==> src/core/fts_pkg.sv <==
// package: constants and carrier types for the silo buffer controller
package fts_pkg;
  localparam int WORD_W = 6;
  localparam int DEPTH_PAR = 13;
  localparam int DEPTH_SER = 11;
  localparam int CLK_MHZ = 20;
  localparam int STROBE_MIN_US = 5;
  localparam int STROBE_PERIOD_US = 40;
  localparam int DATA_SETUP_US = 1;
  localparam int STROBE_HIGH_CYC = STROBE_MIN_US * CLK_MHZ;
  localparam int STROBE_LOW_CYC = (STROBE_PERIOD_US - STROBE_MIN_US) * CLK_MHZ;
  localparam int SETUP_CYC = DATA_SETUP_US * CLK_MHZ;
  localparam int CNT_W = 12;
  localparam int SER_BITS = 7;
  // register byte offsets
  localparam logic [3:0] OFS_CTRL = 4'h0;
  localparam logic [3:0] OFS_STATUS = 4'h4;
  localparam logic [3:0] OFS_IRQ = 4'h8;
  localparam logic [3:0] OFS_MASK = 4'hC;
  // control register bits
  localparam int CTRL_WR = 0;
  localparam int CTRL_RD = 1;
  localparam int CTRL_CLR = 2;
  localparam int CTRL_PAR = 3;
  localparam int CTRL_DATA_LO = 8;
  // status bits
  localparam int ST_BUSY = 0;
  localparam int ST_FIRST = 1;
  localparam int ST_TENTH = 2;
  localparam int ST_LAST = 3;
  localparam int ST_ANY = 4;
  localparam int ST_LOCK = 5;
  localparam int ST_DATA_LO = 8;
  // irq bits
  localparam int IRQ_DONE = 0;
  localparam int IRQ_LOCK = 1;
  localparam int IRQ_TENTH = 2;
  localparam int IRQ_ZERO = 3;
  localparam int IRQ_W = 4;

  typedef enum logic [2:0] {
    FTS_IDLE = 3'b000,
    FTS_SETUP = 3'b001,
    FTS_HIGH = 3'b011,
    FTS_LOW = 3'b010,
    FTS_CLEAR = 3'b110
  } fts_state_e;

  typedef struct packed {
    logic first_full;
    logic tenth_full;
    logic last_full;
    logic any_word_held;
  } fts_flags_s;
endpackage : fts_pkg

==> src/core/fts_sync3.sv <==
// three-stage input synchroniser for pins from the buffer
`timescale 1ns/10ps
`default_nettype none
module fts_sync3 #(
  parameter int W = 4
) (
  input wire logic clk_in,
  input wire logic arst_n_in,
  input wire logic [W-1:0] pin_in,
  output var logic [W-1:0] level_out
);
  logic [W-1:0] s1_reg;
  logic [W-1:0] s2_reg;
  logic [W-1:0] s3_reg;
  logic [W-1:0] lvl_reg;
  logic [W-1:0] lvl_next;

  // ==================================================
  // change accepted once stages two and three agree
  always_comb begin
    lvl_next = lvl_reg;
    for (int i = 0; i < W; i++) begin
      if (s2_reg[i] == s3_reg[i]) begin
        lvl_next[i] = s3_reg[i];
      end
    end
  end

  always_ff @(posedge clk_in or negedge arst_n_in) begin
    if (!arst_n_in) begin
      s1_reg <= '0;
      s2_reg <= '0;
      s3_reg <= '0;
      lvl_reg <= '0;
    end else begin
      s1_reg <= pin_in;
      s2_reg <= s1_reg;
      s3_reg <= s2_reg;
      lvl_reg <= lvl_next;
    end
  end

  assign level_out = lvl_reg;
endmodule : fts_sync3
`default_nettype wire

==> src/core/fts_ctrl.sv <==
// controller driving the silo buffer pins from avalon-mm registers
//
// Local design decisions: the register addresses and the Avalon-MM interface to the registers.
`timescale 1ns/10ps
`default_nettype none
// Operation
// - drive format select high to load parallel words
// - serial word is a zero marker then six data bits
// - never send an all-zero serial word
// - any-word-held differing from first flag means lock-up; clear it (code only flags it in status and irq, the clear is left to software)
// - widen by six bits in parallel, deepen by 13 per device
// - strobe pulses at least 5 us wide, rate at most 25 kHz
// - side-by-side serial needs a marker before every sub-word
module fts_ctrl #(
  parameter int HIGH_CYC = fts_pkg::STROBE_HIGH_CYC,
  parameter int LOW_CYC = fts_pkg::STROBE_LOW_CYC,
  parameter int SU_CYC = fts_pkg::SETUP_CYC
) (
  input wire logic clk_in,
  input wire logic arst_n_in,
  input wire logic [3:0] avs_address_in,
  input wire logic avs_read_in,
  input wire logic avs_write_in,
  input wire logic [31:0] avs_writedata_in,
  output var logic [31:0] avs_readdata_out,
  output var logic avs_waitrequest_out,
  output var logic irq_out,
  output var logic write_strobe_out,
  output var logic read_strobe_out,
  output var logic format_parallel_out,
  output var logic clear_out,
  output var logic [5:0] par_data_out,
  output var logic ser_data_out,
  input wire logic [5:0] buf_data_in,
  input wire logic first_full_in,
  input wire logic tenth_full_in,
  input wire logic last_full_in,
  input wire logic any_word_held_in
);
  // ==================================================
  // pin synchronisers
  logic [9:0] pin_lvl;
  fts_pkg::fts_flags_s flags;

  fts_sync3 #(.W(10)) u_sync (
    .clk_in(clk_in),
    .arst_n_in(arst_n_in),
    .pin_in({buf_data_in, first_full_in, tenth_full_in, last_full_in,
             any_word_held_in}),
    .level_out(pin_lvl)
  );
  assign flags = pin_lvl[3:0];

  // ==================================================
  // state
  fts_pkg::fts_state_e st_reg, st_next;
  logic [fts_pkg::CNT_W-1:0] cnt_reg, cnt_next;
  logic [2:0] bit_reg, bit_next;
  logic is_rd_reg, is_rd_next;
  logic par_reg, par_next;
  logic [5:0] wd_reg, wd_next;
  logic [5:0] rdata_reg, rdata_next;
  logic [fts_pkg::IRQ_W-1:0] irq_reg, irq_next;
  logic [fts_pkg::IRQ_W-1:0] mask_reg, mask_next;
  logic [31:0] rd_reg, rd_next;
  logic wait_reg, wait_next;
  logic irqo_reg, irqo_next;
  logic ws_reg, ws_next, rs_reg, rs_next, clr_reg, clr_next;
  logic [5:0] pd_reg, pd_next;
  logic sd_reg, sd_next;
  logic lock, lock_d_reg, ten_d_reg;
  logic [fts_pkg::IRQ_W-1:0] ev;
  logic acc;

  // mismatch between any-word-held and first flag
  assign lock = flags.any_word_held != flags.first_full;
  assign acc = (avs_read_in || avs_write_in) && wait_reg;

  // ==================================================
  // strobe sequencer and bus
  always_comb begin
    st_next = st_reg;
    cnt_next = cnt_reg;
    bit_next = bit_reg;
    is_rd_next = is_rd_reg;
    par_next = par_reg;
    wd_next = wd_reg;
    rdata_next = rdata_reg;
    ws_next = ws_reg;
    rs_next = rs_reg;
    clr_next = clr_reg;
    pd_next = pd_reg;
    sd_next = sd_reg;
    mask_next = mask_reg;
    rd_next = rd_reg;
    wait_next = 1'b1;
    ev = '0;
    ev[fts_pkg::IRQ_LOCK] = lock && !lock_d_reg;
    ev[fts_pkg::IRQ_TENTH] = flags.tenth_full && !ten_d_reg;
    case (st_reg)
      fts_pkg::FTS_IDLE: begin
        cnt_next = '0;
      end
      fts_pkg::FTS_SETUP: begin
        // data settles before the rising strobe edge
        if (cnt_reg >= fts_pkg::CNT_W'(SU_CYC - 1)) begin
          cnt_next = '0;
          st_next = fts_pkg::FTS_HIGH;
          if (is_rd_reg) begin
            rs_next = 1'b1;
          end else begin
            ws_next = 1'b1;
          end
        end else begin
          cnt_next = cnt_reg + 1'b1;
        end
      end
      fts_pkg::FTS_HIGH: begin
        if (cnt_reg >= fts_pkg::CNT_W'(HIGH_CYC - 1)) begin
          cnt_next = '0;
          st_next = fts_pkg::FTS_LOW;
          // data sampled while the strobe is still high
          if (is_rd_reg) begin
            rdata_next = pin_lvl[9:4];
          end
          ws_next = 1'b0;
          rs_next = 1'b0;
        end else begin
          cnt_next = cnt_reg + 1'b1;
        end
      end
      fts_pkg::FTS_LOW: begin
        if (cnt_reg >= fts_pkg::CNT_W'(LOW_CYC - 1)) begin
          cnt_next = '0;
          if (!is_rd_reg && !par_reg && bit_reg < 3'(fts_pkg::SER_BITS - 1))
          begin
            // next serial data bit, msb first after the marker
            bit_next = bit_reg + 1'b1;
            sd_next = wd_reg[3'(fts_pkg::SER_BITS - 2) - bit_reg];
            st_next = fts_pkg::FTS_SETUP;
          end else begin
            st_next = fts_pkg::FTS_IDLE;
            ev[fts_pkg::IRQ_DONE] = 1'b1;
          end
        end else begin
          cnt_next = cnt_reg + 1'b1;
        end
      end
      fts_pkg::FTS_CLEAR: begin
        // clear held as long as a strobe pulse for margin
        if (cnt_reg >= fts_pkg::CNT_W'(HIGH_CYC - 1)) begin
          clr_next = 1'b0;
          cnt_next = '0;
          st_next = fts_pkg::FTS_IDLE;
          ev[fts_pkg::IRQ_DONE] = 1'b1;
        end else begin
          cnt_next = cnt_reg + 1'b1;
        end
      end
      default: begin
        st_next = fts_pkg::FTS_IDLE;
      end
    endcase
    if (acc) begin
      wait_next = 1'b0;
      rd_next = '0;
      if (avs_write_in) begin
        case (avs_address_in)
          fts_pkg::OFS_CTRL: begin
            if (st_reg == fts_pkg::FTS_IDLE) begin
              par_next = avs_writedata_in[fts_pkg::CTRL_PAR];
              wd_next = avs_writedata_in[fts_pkg::CTRL_DATA_LO +: 6];
              bit_next = '0;
              if (avs_writedata_in[fts_pkg::CTRL_CLR]) begin
                clr_next = 1'b1;
                st_next = fts_pkg::FTS_CLEAR;
              end else if (avs_writedata_in[fts_pkg::CTRL_RD]) begin
                is_rd_next = 1'b1;
                st_next = fts_pkg::FTS_SETUP;
              end else if (avs_writedata_in[fts_pkg::CTRL_WR]) begin
                is_rd_next = 1'b0;
                if (!avs_writedata_in[fts_pkg::CTRL_PAR] &&
                    avs_writedata_in[fts_pkg::CTRL_DATA_LO +: 6] == 6'h00)
                begin
                  ev[fts_pkg::IRQ_ZERO] = 1'b1;
                end else begin
                  pd_next = avs_writedata_in[fts_pkg::CTRL_DATA_LO +: 6];
                  sd_next = 1'b0; // marker first
                  st_next = fts_pkg::FTS_SETUP;
                end
              end
            end
          end
          fts_pkg::OFS_MASK: begin
            mask_next = avs_writedata_in[fts_pkg::IRQ_W-1:0];
          end
          default: begin
          end
        endcase
      end else begin
        case (avs_address_in)
          fts_pkg::OFS_CTRL: begin
            rd_next[fts_pkg::CTRL_PAR] = par_reg;
            rd_next[fts_pkg::CTRL_DATA_LO +: 6] = wd_reg;
          end
          fts_pkg::OFS_STATUS: begin
            rd_next[fts_pkg::ST_BUSY] = st_reg != fts_pkg::FTS_IDLE;
            rd_next[fts_pkg::ST_FIRST] = flags.first_full;
            rd_next[fts_pkg::ST_TENTH] = flags.tenth_full;
            rd_next[fts_pkg::ST_LAST] = flags.last_full;
            rd_next[fts_pkg::ST_ANY] = flags.any_word_held;
            rd_next[fts_pkg::ST_LOCK] = lock;
            rd_next[fts_pkg::ST_DATA_LO +: 6] = rdata_reg;
          end
          fts_pkg::OFS_IRQ: begin
            rd_next[fts_pkg::IRQ_W-1:0] = irq_reg;
          end
          fts_pkg::OFS_MASK: begin
            rd_next[fts_pkg::IRQ_W-1:0] = mask_reg;
          end
          default: begin
          end
        endcase
      end
    end
    // read clears, but a same-cycle event still sets
    irq_next = irq_reg;
    if (acc && avs_read_in && avs_address_in == fts_pkg::OFS_IRQ) begin
      irq_next = '0;
    end
    irq_next = irq_next | ev;
    irqo_next = |(irq_next & mask_next);
  end

  always_ff @(posedge clk_in or negedge arst_n_in) begin
    if (!arst_n_in) begin
      st_reg <= fts_pkg::FTS_IDLE;
      cnt_reg <= '0;
      bit_reg <= '0;
      is_rd_reg <= 1'b0;
      par_reg <= 1'b1;
      wd_reg <= '0;
      rdata_reg <= '0;
      irq_reg <= '0;
      mask_reg <= '0;
      rd_reg <= '0;
      wait_reg <= 1'b1;
      irqo_reg <= 1'b0;
      ws_reg <= 1'b0;
      rs_reg <= 1'b0;
      clr_reg <= 1'b0;
      pd_reg <= '0;
      sd_reg <= 1'b0;
      lock_d_reg <= 1'b0;
      ten_d_reg <= 1'b0;
    end else begin
      st_reg <= st_next;
      cnt_reg <= cnt_next;
      bit_reg <= bit_next;
      is_rd_reg <= is_rd_next;
      par_reg <= par_next;
      wd_reg <= wd_next;
      rdata_reg <= rdata_next;
      irq_reg <= irq_next;
      mask_reg <= mask_next;
      rd_reg <= rd_next;
      wait_reg <= wait_next;
      irqo_reg <= irqo_next;
      ws_reg <= ws_next;
      rs_reg <= rs_next;
      clr_reg <= clr_next;
      pd_reg <= pd_next;
      sd_reg <= sd_next;
      lock_d_reg <= lock;
      ten_d_reg <= flags.tenth_full;
    end
  end

  assign avs_readdata_out = rd_reg;
  assign avs_waitrequest_out = wait_reg;
  assign irq_out = irqo_reg;
  assign write_strobe_out = ws_reg;
  assign read_strobe_out = rs_reg;
  assign format_parallel_out = par_reg;
  assign clear_out = clr_reg;
  assign par_data_out = pd_reg; // widen by tying devices side by side
  assign ser_data_out = sd_reg;
endmodule : fts_ctrl
`default_nettype wire

==> config.mk <==
export PLATFORM = sky130hd
export DESIGN_NAME = fts_ctrl
export DESIGN_NICKNAME = d
export VERILOG_FILES = /design/src/core/fts_pkg.sv /design/src/core/fts_sync3.sv /design/src/core/fts_ctrl.sv
export SDC_FILE = /design/constraint.sdc
export NUM_CORES = 1
export LEC_CHECK = 0
export ABC_CLOCK_PERIOD_IN_PS = 4700
export BUFFER_PORTS_ARGS = -buffer_cell sky130_fd_sc_hd__buf_2
export CORE_MARGIN = 2
export CORE_UTILIZATION = 55
export DETAILED_ROUTE_END_ITERATION = 10
export GPL_TIMING_DRIVEN = 0
export PLACE_DENSITY_LB_ADDON = 0.08
export SKIP_CTS_REPAIR_TIMING = 1
export SKIP_LAST_GASP = 1
export SLEW_MARGIN = 10
export SYNTH_ARGS = -nofsm -noshare
export SYNTH_HDL_FRONTEND = slang
export SYNTH_SLANG_ARGS = --single-unit
==> constraint.sdc <==
create_clock -name clk_in -period 4.7 [get_ports clk_in]
set_input_delay 0.235 -clock clk_in [delete_from_list [all_inputs] [get_ports clk_in]]
set_output_delay 0.235 -clock clk_in [all_outputs]
set_load 0.01 [all_outputs]
==> results.cfg, run 1 <==
[status]
outcome = completed

[floorplan]
die_area_sq_um = 8720
ios = 95
fp-row-count = 32
die_h_microns = 93.4
fp.coreArea_sq_um = 7730
initial_core_util_pct = 56.9
fp.dieW_microns = 93.4

[synth]
synth_edf_count = 0
synthCells = 347
synthArstFlopShare_pct = 100
synthTopCellsByArea = dfrtp_1, mux2_2, buf_4
avgSynthCellArea_sq_um = 12.7
yosysUniqueCellTypes = 61
yosys_warnings = 0
ys_ff_latch = 106
synth.most_common_cell = dfrtp_1
synth_area_sq_um = 4400
ys_seq_area_share_pct = 60.4
yosysTopAreaCell = dfrtp_1
synth_top_area_share_pct = 59.2
synth_commonest_cells = dfrtp_1, nand2_1, mux2_2
synth_ff_type = dfrtp_1

[clock_network]
cts_max_level = 3
clock_latency_ps = 370
clock_path_buffers = 2
cts_buffers = 9
ctsRootBufferMaster = clkbuf_8
cts_tree = yes
clk_pin_slew_worst_paths_ps = 110
cts.sink_count = 106

[global_route]
grt_pass1_vias = 2790
antenna_found_initial = 0
grt_max_degree = 90
grt_first_pass_wirelength_microns = 13700
grt_overflow_total = 0
grt_usage_pct = 20.7

[timing]
max_freq_ghz = 0.413
finalSetupTns_ps = 0
maxSlewHeadroom_pct = 51.2
rsz0062_at_grt = false
fin_crit_sh_pct = 51.5
finalSetupViolCount = 0
tightest_slew_ps = 726
hold_viol_final = 0
final-max-slew-violation-count = 0
fin_worst_skew_ps = 13.6
fin_hold_ws_ps = 130
min_period_ps = 2420

[worst_setup_path]
crit_type = flop to flop
critPathMaxStageDelay_ps = 600
worstPathArrival_ps = 2680
cp-start-kind = flop
cp_num_buf_inv = 1
required_ps = 4960
critPathCaptureType = flop
critical_path.slowest_cell = nor3b_4
crit_family = simple AND/OR/NAND/NOR gates
crit_path_cell_trace = clkbuf_1, nor3_2, nand4_2, nor3b_4, mux2_2
cp_max_fo = 10

[power_and_ir_drop]
total_power_mw = 1.74
ir_worst_vdd_mv = 0.206
cellPowerDensity_nw_per_um2 = 334
p_leak_nw = 2.52

[flow_run]
cap_violations = 0

[finish]
area_growth_pct = 18.8
multiInputGateArea_sq_um = 1560
fillers = 608
n_antenna_cell = 0
seq_area_sq_um = 2660
drive_above_1_share_pct = 30.0
fin_nets = 492

[hold_path]
min_path_type = input pin to flop

[detailed_routing]
dr.pass1.iters = 4
via_per_inst = 5.33
via_count = 2912
routed_wl_microns = 8350
drc = 0
ant_nets = 0
first_iter_violations = 114
wire_per_inst_microns = 15.3

[placement]
hpwl_microns = 5910
io_buffers = 50
gp_congestion = 0.833
## metal layers
layer,vias up,GRT usage (%),routed length [microns]
met5,-,0,0
met4,0,6.86,62
met3,4,4.83,397
met2,75,31.5,4050
met1,1451,29.7,3840
li1,1382,-,-
## area by class of cell
class	count	area share, %
flip-flops and latches	106	50.8
repair buffers	62	7.55
well taps	102	2.44
clock inverters	7	2.11
multi-input cells	214	29.9
inverters	18	1.29
clock buffers	9	2.37
plain buffers	28	3.47
## worst register-to-register path, stage by stage (launching register included)
cell and delay [ps]:
dfrtp_1 370, clkbuf_1 190, nor3_2 350, nand4_2 390
nor3b_4 600, mux2_2 410
## logic make-up (layout without fill, tap and decap cells)
group	Yosys count	in the layout	share of synthesized area, %
DFF	106	106	60.4
and+or+nand+nor	84	84	10.4
AOI/OAI and AO/OA	62	62	11.2
buffers and inverters	46	124	5.66
muxes	31	31	8.34
adders and majority gates	13	13	3.13
xor gates and xnor gates	4	4	0.797
other	1	20	0.0853
## layout by cell type (no fill, tap or decap), drive strengths merged, types with 6 or more instances in the layout
cell type	count
dfrtp	104
mux2	25
nand2	28
a222oi	6
dlygate4sd3	11
clkbuf	16
a21oi	8
maj3	10
nor3	9
buf	72
nor2	14
inv	20
o21ai	15
conb	20
## stage by stage
step / setup slack (ps) / utilization [%] / cell area (sq um) / instances
floorplan: 2540 / - / 4470 / 366
global placement: 2300 / 62.7 / 4840 / 518
detailed placement: 2310 / 63.1 / 4880 / 519
CTS: 2280 / 66.2 / 5110 / 535
global route: 2120 / 67.6 / 5220 / 546
finish: 2280 / 67.6 / 5220 / 546
## worst paths after layout
check	start	depth (start not counted)	endpoint	slack (ps)
hold / removal	avs_writedata_in[9]	2	par_data_out[1]$_DFFE_PN0P_	130
max in group asynchronous	arst_n_in	3	format_parallel_out$_DFFE_PN1P_	3760
setup / recovery	st_reg[2]$_DFF_PN0_	5	par_data_out[3]$_DFFE_PN0P_	2280
hold reg to reg	u_sync.s1_reg[2]$_DFF_PN0_	0	u_sync.s2_reg[2]$_DFF_PN0_	360
min in group asynchronous	arst_n_in	2	read_strobe_out$_DFFE_PN0P_	260
setup reg to reg	st_reg[2]$_DFF_PN0_	5	par_data_out[3]$_DFFE_PN0P_	2280
## report_power, final
part | total (mW) | internal, mW | switching [mW]
Clock | 0.635 | 0.310 | 0.325
Sequential | 0.973 | 0.953 | 0.0196
Combinational | 0.134 | 0.0637 | 0.0706
Total | 1.74 | 1.33 | 0.415
No activity file was read; power rests on OpenSTA's default activity.
==> run 2, diff against run 1 <==
- ABC_CLOCK_PERIOD_IN_PS: 4700 -> 2240
- CORE_UTILIZATION: 55 -> 54
- clock period: 4.7 -> 2.24 ns (I/O delays scaled with it)
==> run 2 against run 1 <==
Net effect:
- die area up 1.8%
- cell count is 1.3% higher
- first-iteration DRC count up 54%
==> results.cfg, run 2 (synthesis results as in run 1) <==
[status]
outcome = completed

[global_route]
grt_max_degree = 73
grt_pass1_vias = 2768
grt_overflow_total = 0
grt_first_pass_wirelength_microns = 13700
antenna_found_initial = 0
grt_usage_pct = 20.3

[detailed_routing]
highest_layer = met4
routed_wl_microns = 8540
via_count = 2924
wl_met2_microns = 4110
first_iter_violations = 176
dr.pass1.iters = 4
wire_per_inst_microns = 15.4
drt-met1-wl_microns = 3880
drc = 0
wl_met3_microns = 447
via_per_inst = 5.29
ant_nets = 0

[floorplan]
die_area_sq_um = 8880
ios = 95
fp.coreArea_sq_um = 7810
fp.dieW_microns = 94.2
initial_core_util_pct = 56.3
fp-row-count = 32
die_h_microns = 94.2

[timing]
max_freq_ghz = 0.451
finalSetupViolCount = 0
tightest_slew_ps = 689
min_period_ps = 2220
fin_crit_sh_pct = 99.1
hold_viol_final = 0
final-max-slew-violation-count = 0
fin_worst_skew_ps = 8.90
rsz0062_at_grt = true
maxSlewHeadroom_pct = 54.0

[finish]
layout_common_cells = dfrtp_1, buf_2, nand2_1
fin_cells = 553
drive_above_1_share_pct = 33.3
area_growth_pct = 22.4
fin_nets = 499
n_antenna_cell = 0
final_common_cell = dfrtp_1

[clock_network]
clk_pin_slew_worst_paths_ps = 110
cts_max_level = 3
ctsRootBufferMaster = clkbuf_8
clock_path_buffers = 2
cts_tree = yes
clock_latency_ps = 370
cts_buffers = 9
cts.sink_count = 106

[power_and_ir_drop]
p_leak_nw = 2.58
ir_worst_vdd_mv = 0.389
total_power_mw = 3.59
cellPowerDensity_nw_per_um2 = 666

[hold_path]
min_path_type = input pin to flop
hold_start = avs_writedata_in[8]
holdPathStages = 2
hold_end = par_data_out[0]$_DFFE_PN0P_

[placement]
io_buffers = 50
post-place-cells = 519
hpwl_microns = 5940
gp_congestion = 0.835

[worst_setup_path]
required_ps = 2520
r2r-start = cnt_reg[0]$_DFFE_PN0P_
reg2reg_to = cnt_reg[4]$_DFFE_PN0P_
critPathCaptureType = flop
cp-start-kind = flop
r2r_cells = 7
crit_type = flop to flop
worstPathArrival_ps = 2500
reg2reg_setup_slack_ps = 20
cp_max_fo = 5

[flow_run]
cap_violations = 0
[run 2: how the worst max path moves through the flow]
stage,cells after the start,startpoint,end
2_1_floorplan,6,avs_waitrequest_out$_DFF_PN1_,irq_out$_DFF_PN0_
3_3_place_gp,5,st_reg[2]$_DFF_PN0_,par_data_out[1]$_DFFE_PN0P_
3_5_place_dp,5,st_reg[2]$_DFF_PN0_,par_data_out[2]$_DFFE_PN0P_
4_1_cts,5,st_reg[2]$_DFF_PN0_,par_data_out[2]$_DFFE_PN0P_
5_1_grt,6,st_reg[2]$_DFF_PN0_,par_data_out[4]$_DFFE_PN0P_
6_report,7,cnt_reg[0]$_DFFE_PN0P_,cnt_reg[4]$_DFFE_PN0P_
[run 2: cell type report]
cell class / count / area (sq um)
plain buffers: 27 / 178
multi-input cells: 214 / 1640
well taps: 102 / 128
flip-flops and latches: 106 / 2660
inverters: 18 / 67.6
clock buffers: 10 / 138
clock inverters: 6 / 85.1
fillers: 613 / 2430
repair buffers: 70 / 487
[run 2: worst max-delay path, stage by stage (launching register included)]
cell	delay, ps
dfrtp_1	440
ha_4	190
o31a_1	260
or4_4	440
a211oi_4	300
a211oi_4	100
buf_12	180
o32ai_2	230
[run 2: metal layers]
metal  global-route usage, %  vias to the layer above
li1                        -                     1392
met4                    6.40                        0
met1                    28.8                     1451
met3                    4.57                        9
met2                    31.4                       72
met5                       0                        -
[run 2: report_power, final]
part | internal, mW | total [mW] | switching [mW]
logic | 0.136 | 0.283 | 0.147
registers | 2.00 | 2.04 | 0.0420
clock network | 0.574 | 1.26 | 0.687
total | 2.71 | 3.59 | 0.875
[run 2: metrics by stage]
step / hold slack, ps / instance area, sq um / setup slack [ps] / util, % / TNS, ps
2_1_floorplan: -184 / 4470 / 81.3 / - / 0
3_3_place_gp: 220 / 4840 / -90.4 / 62.1 / -3660
3_5_place_dp: 18.0 / 4880 / -98.3 / 62.5 / -635
4_1_cts: -396 / 5100 / -99.4 / 65.3 / -761
5_1_grt: 7.00 / 5380 / -117 / 68.9 / -807
6_report: 15.1 / 5380 / 20.7 / 68.9 / 0
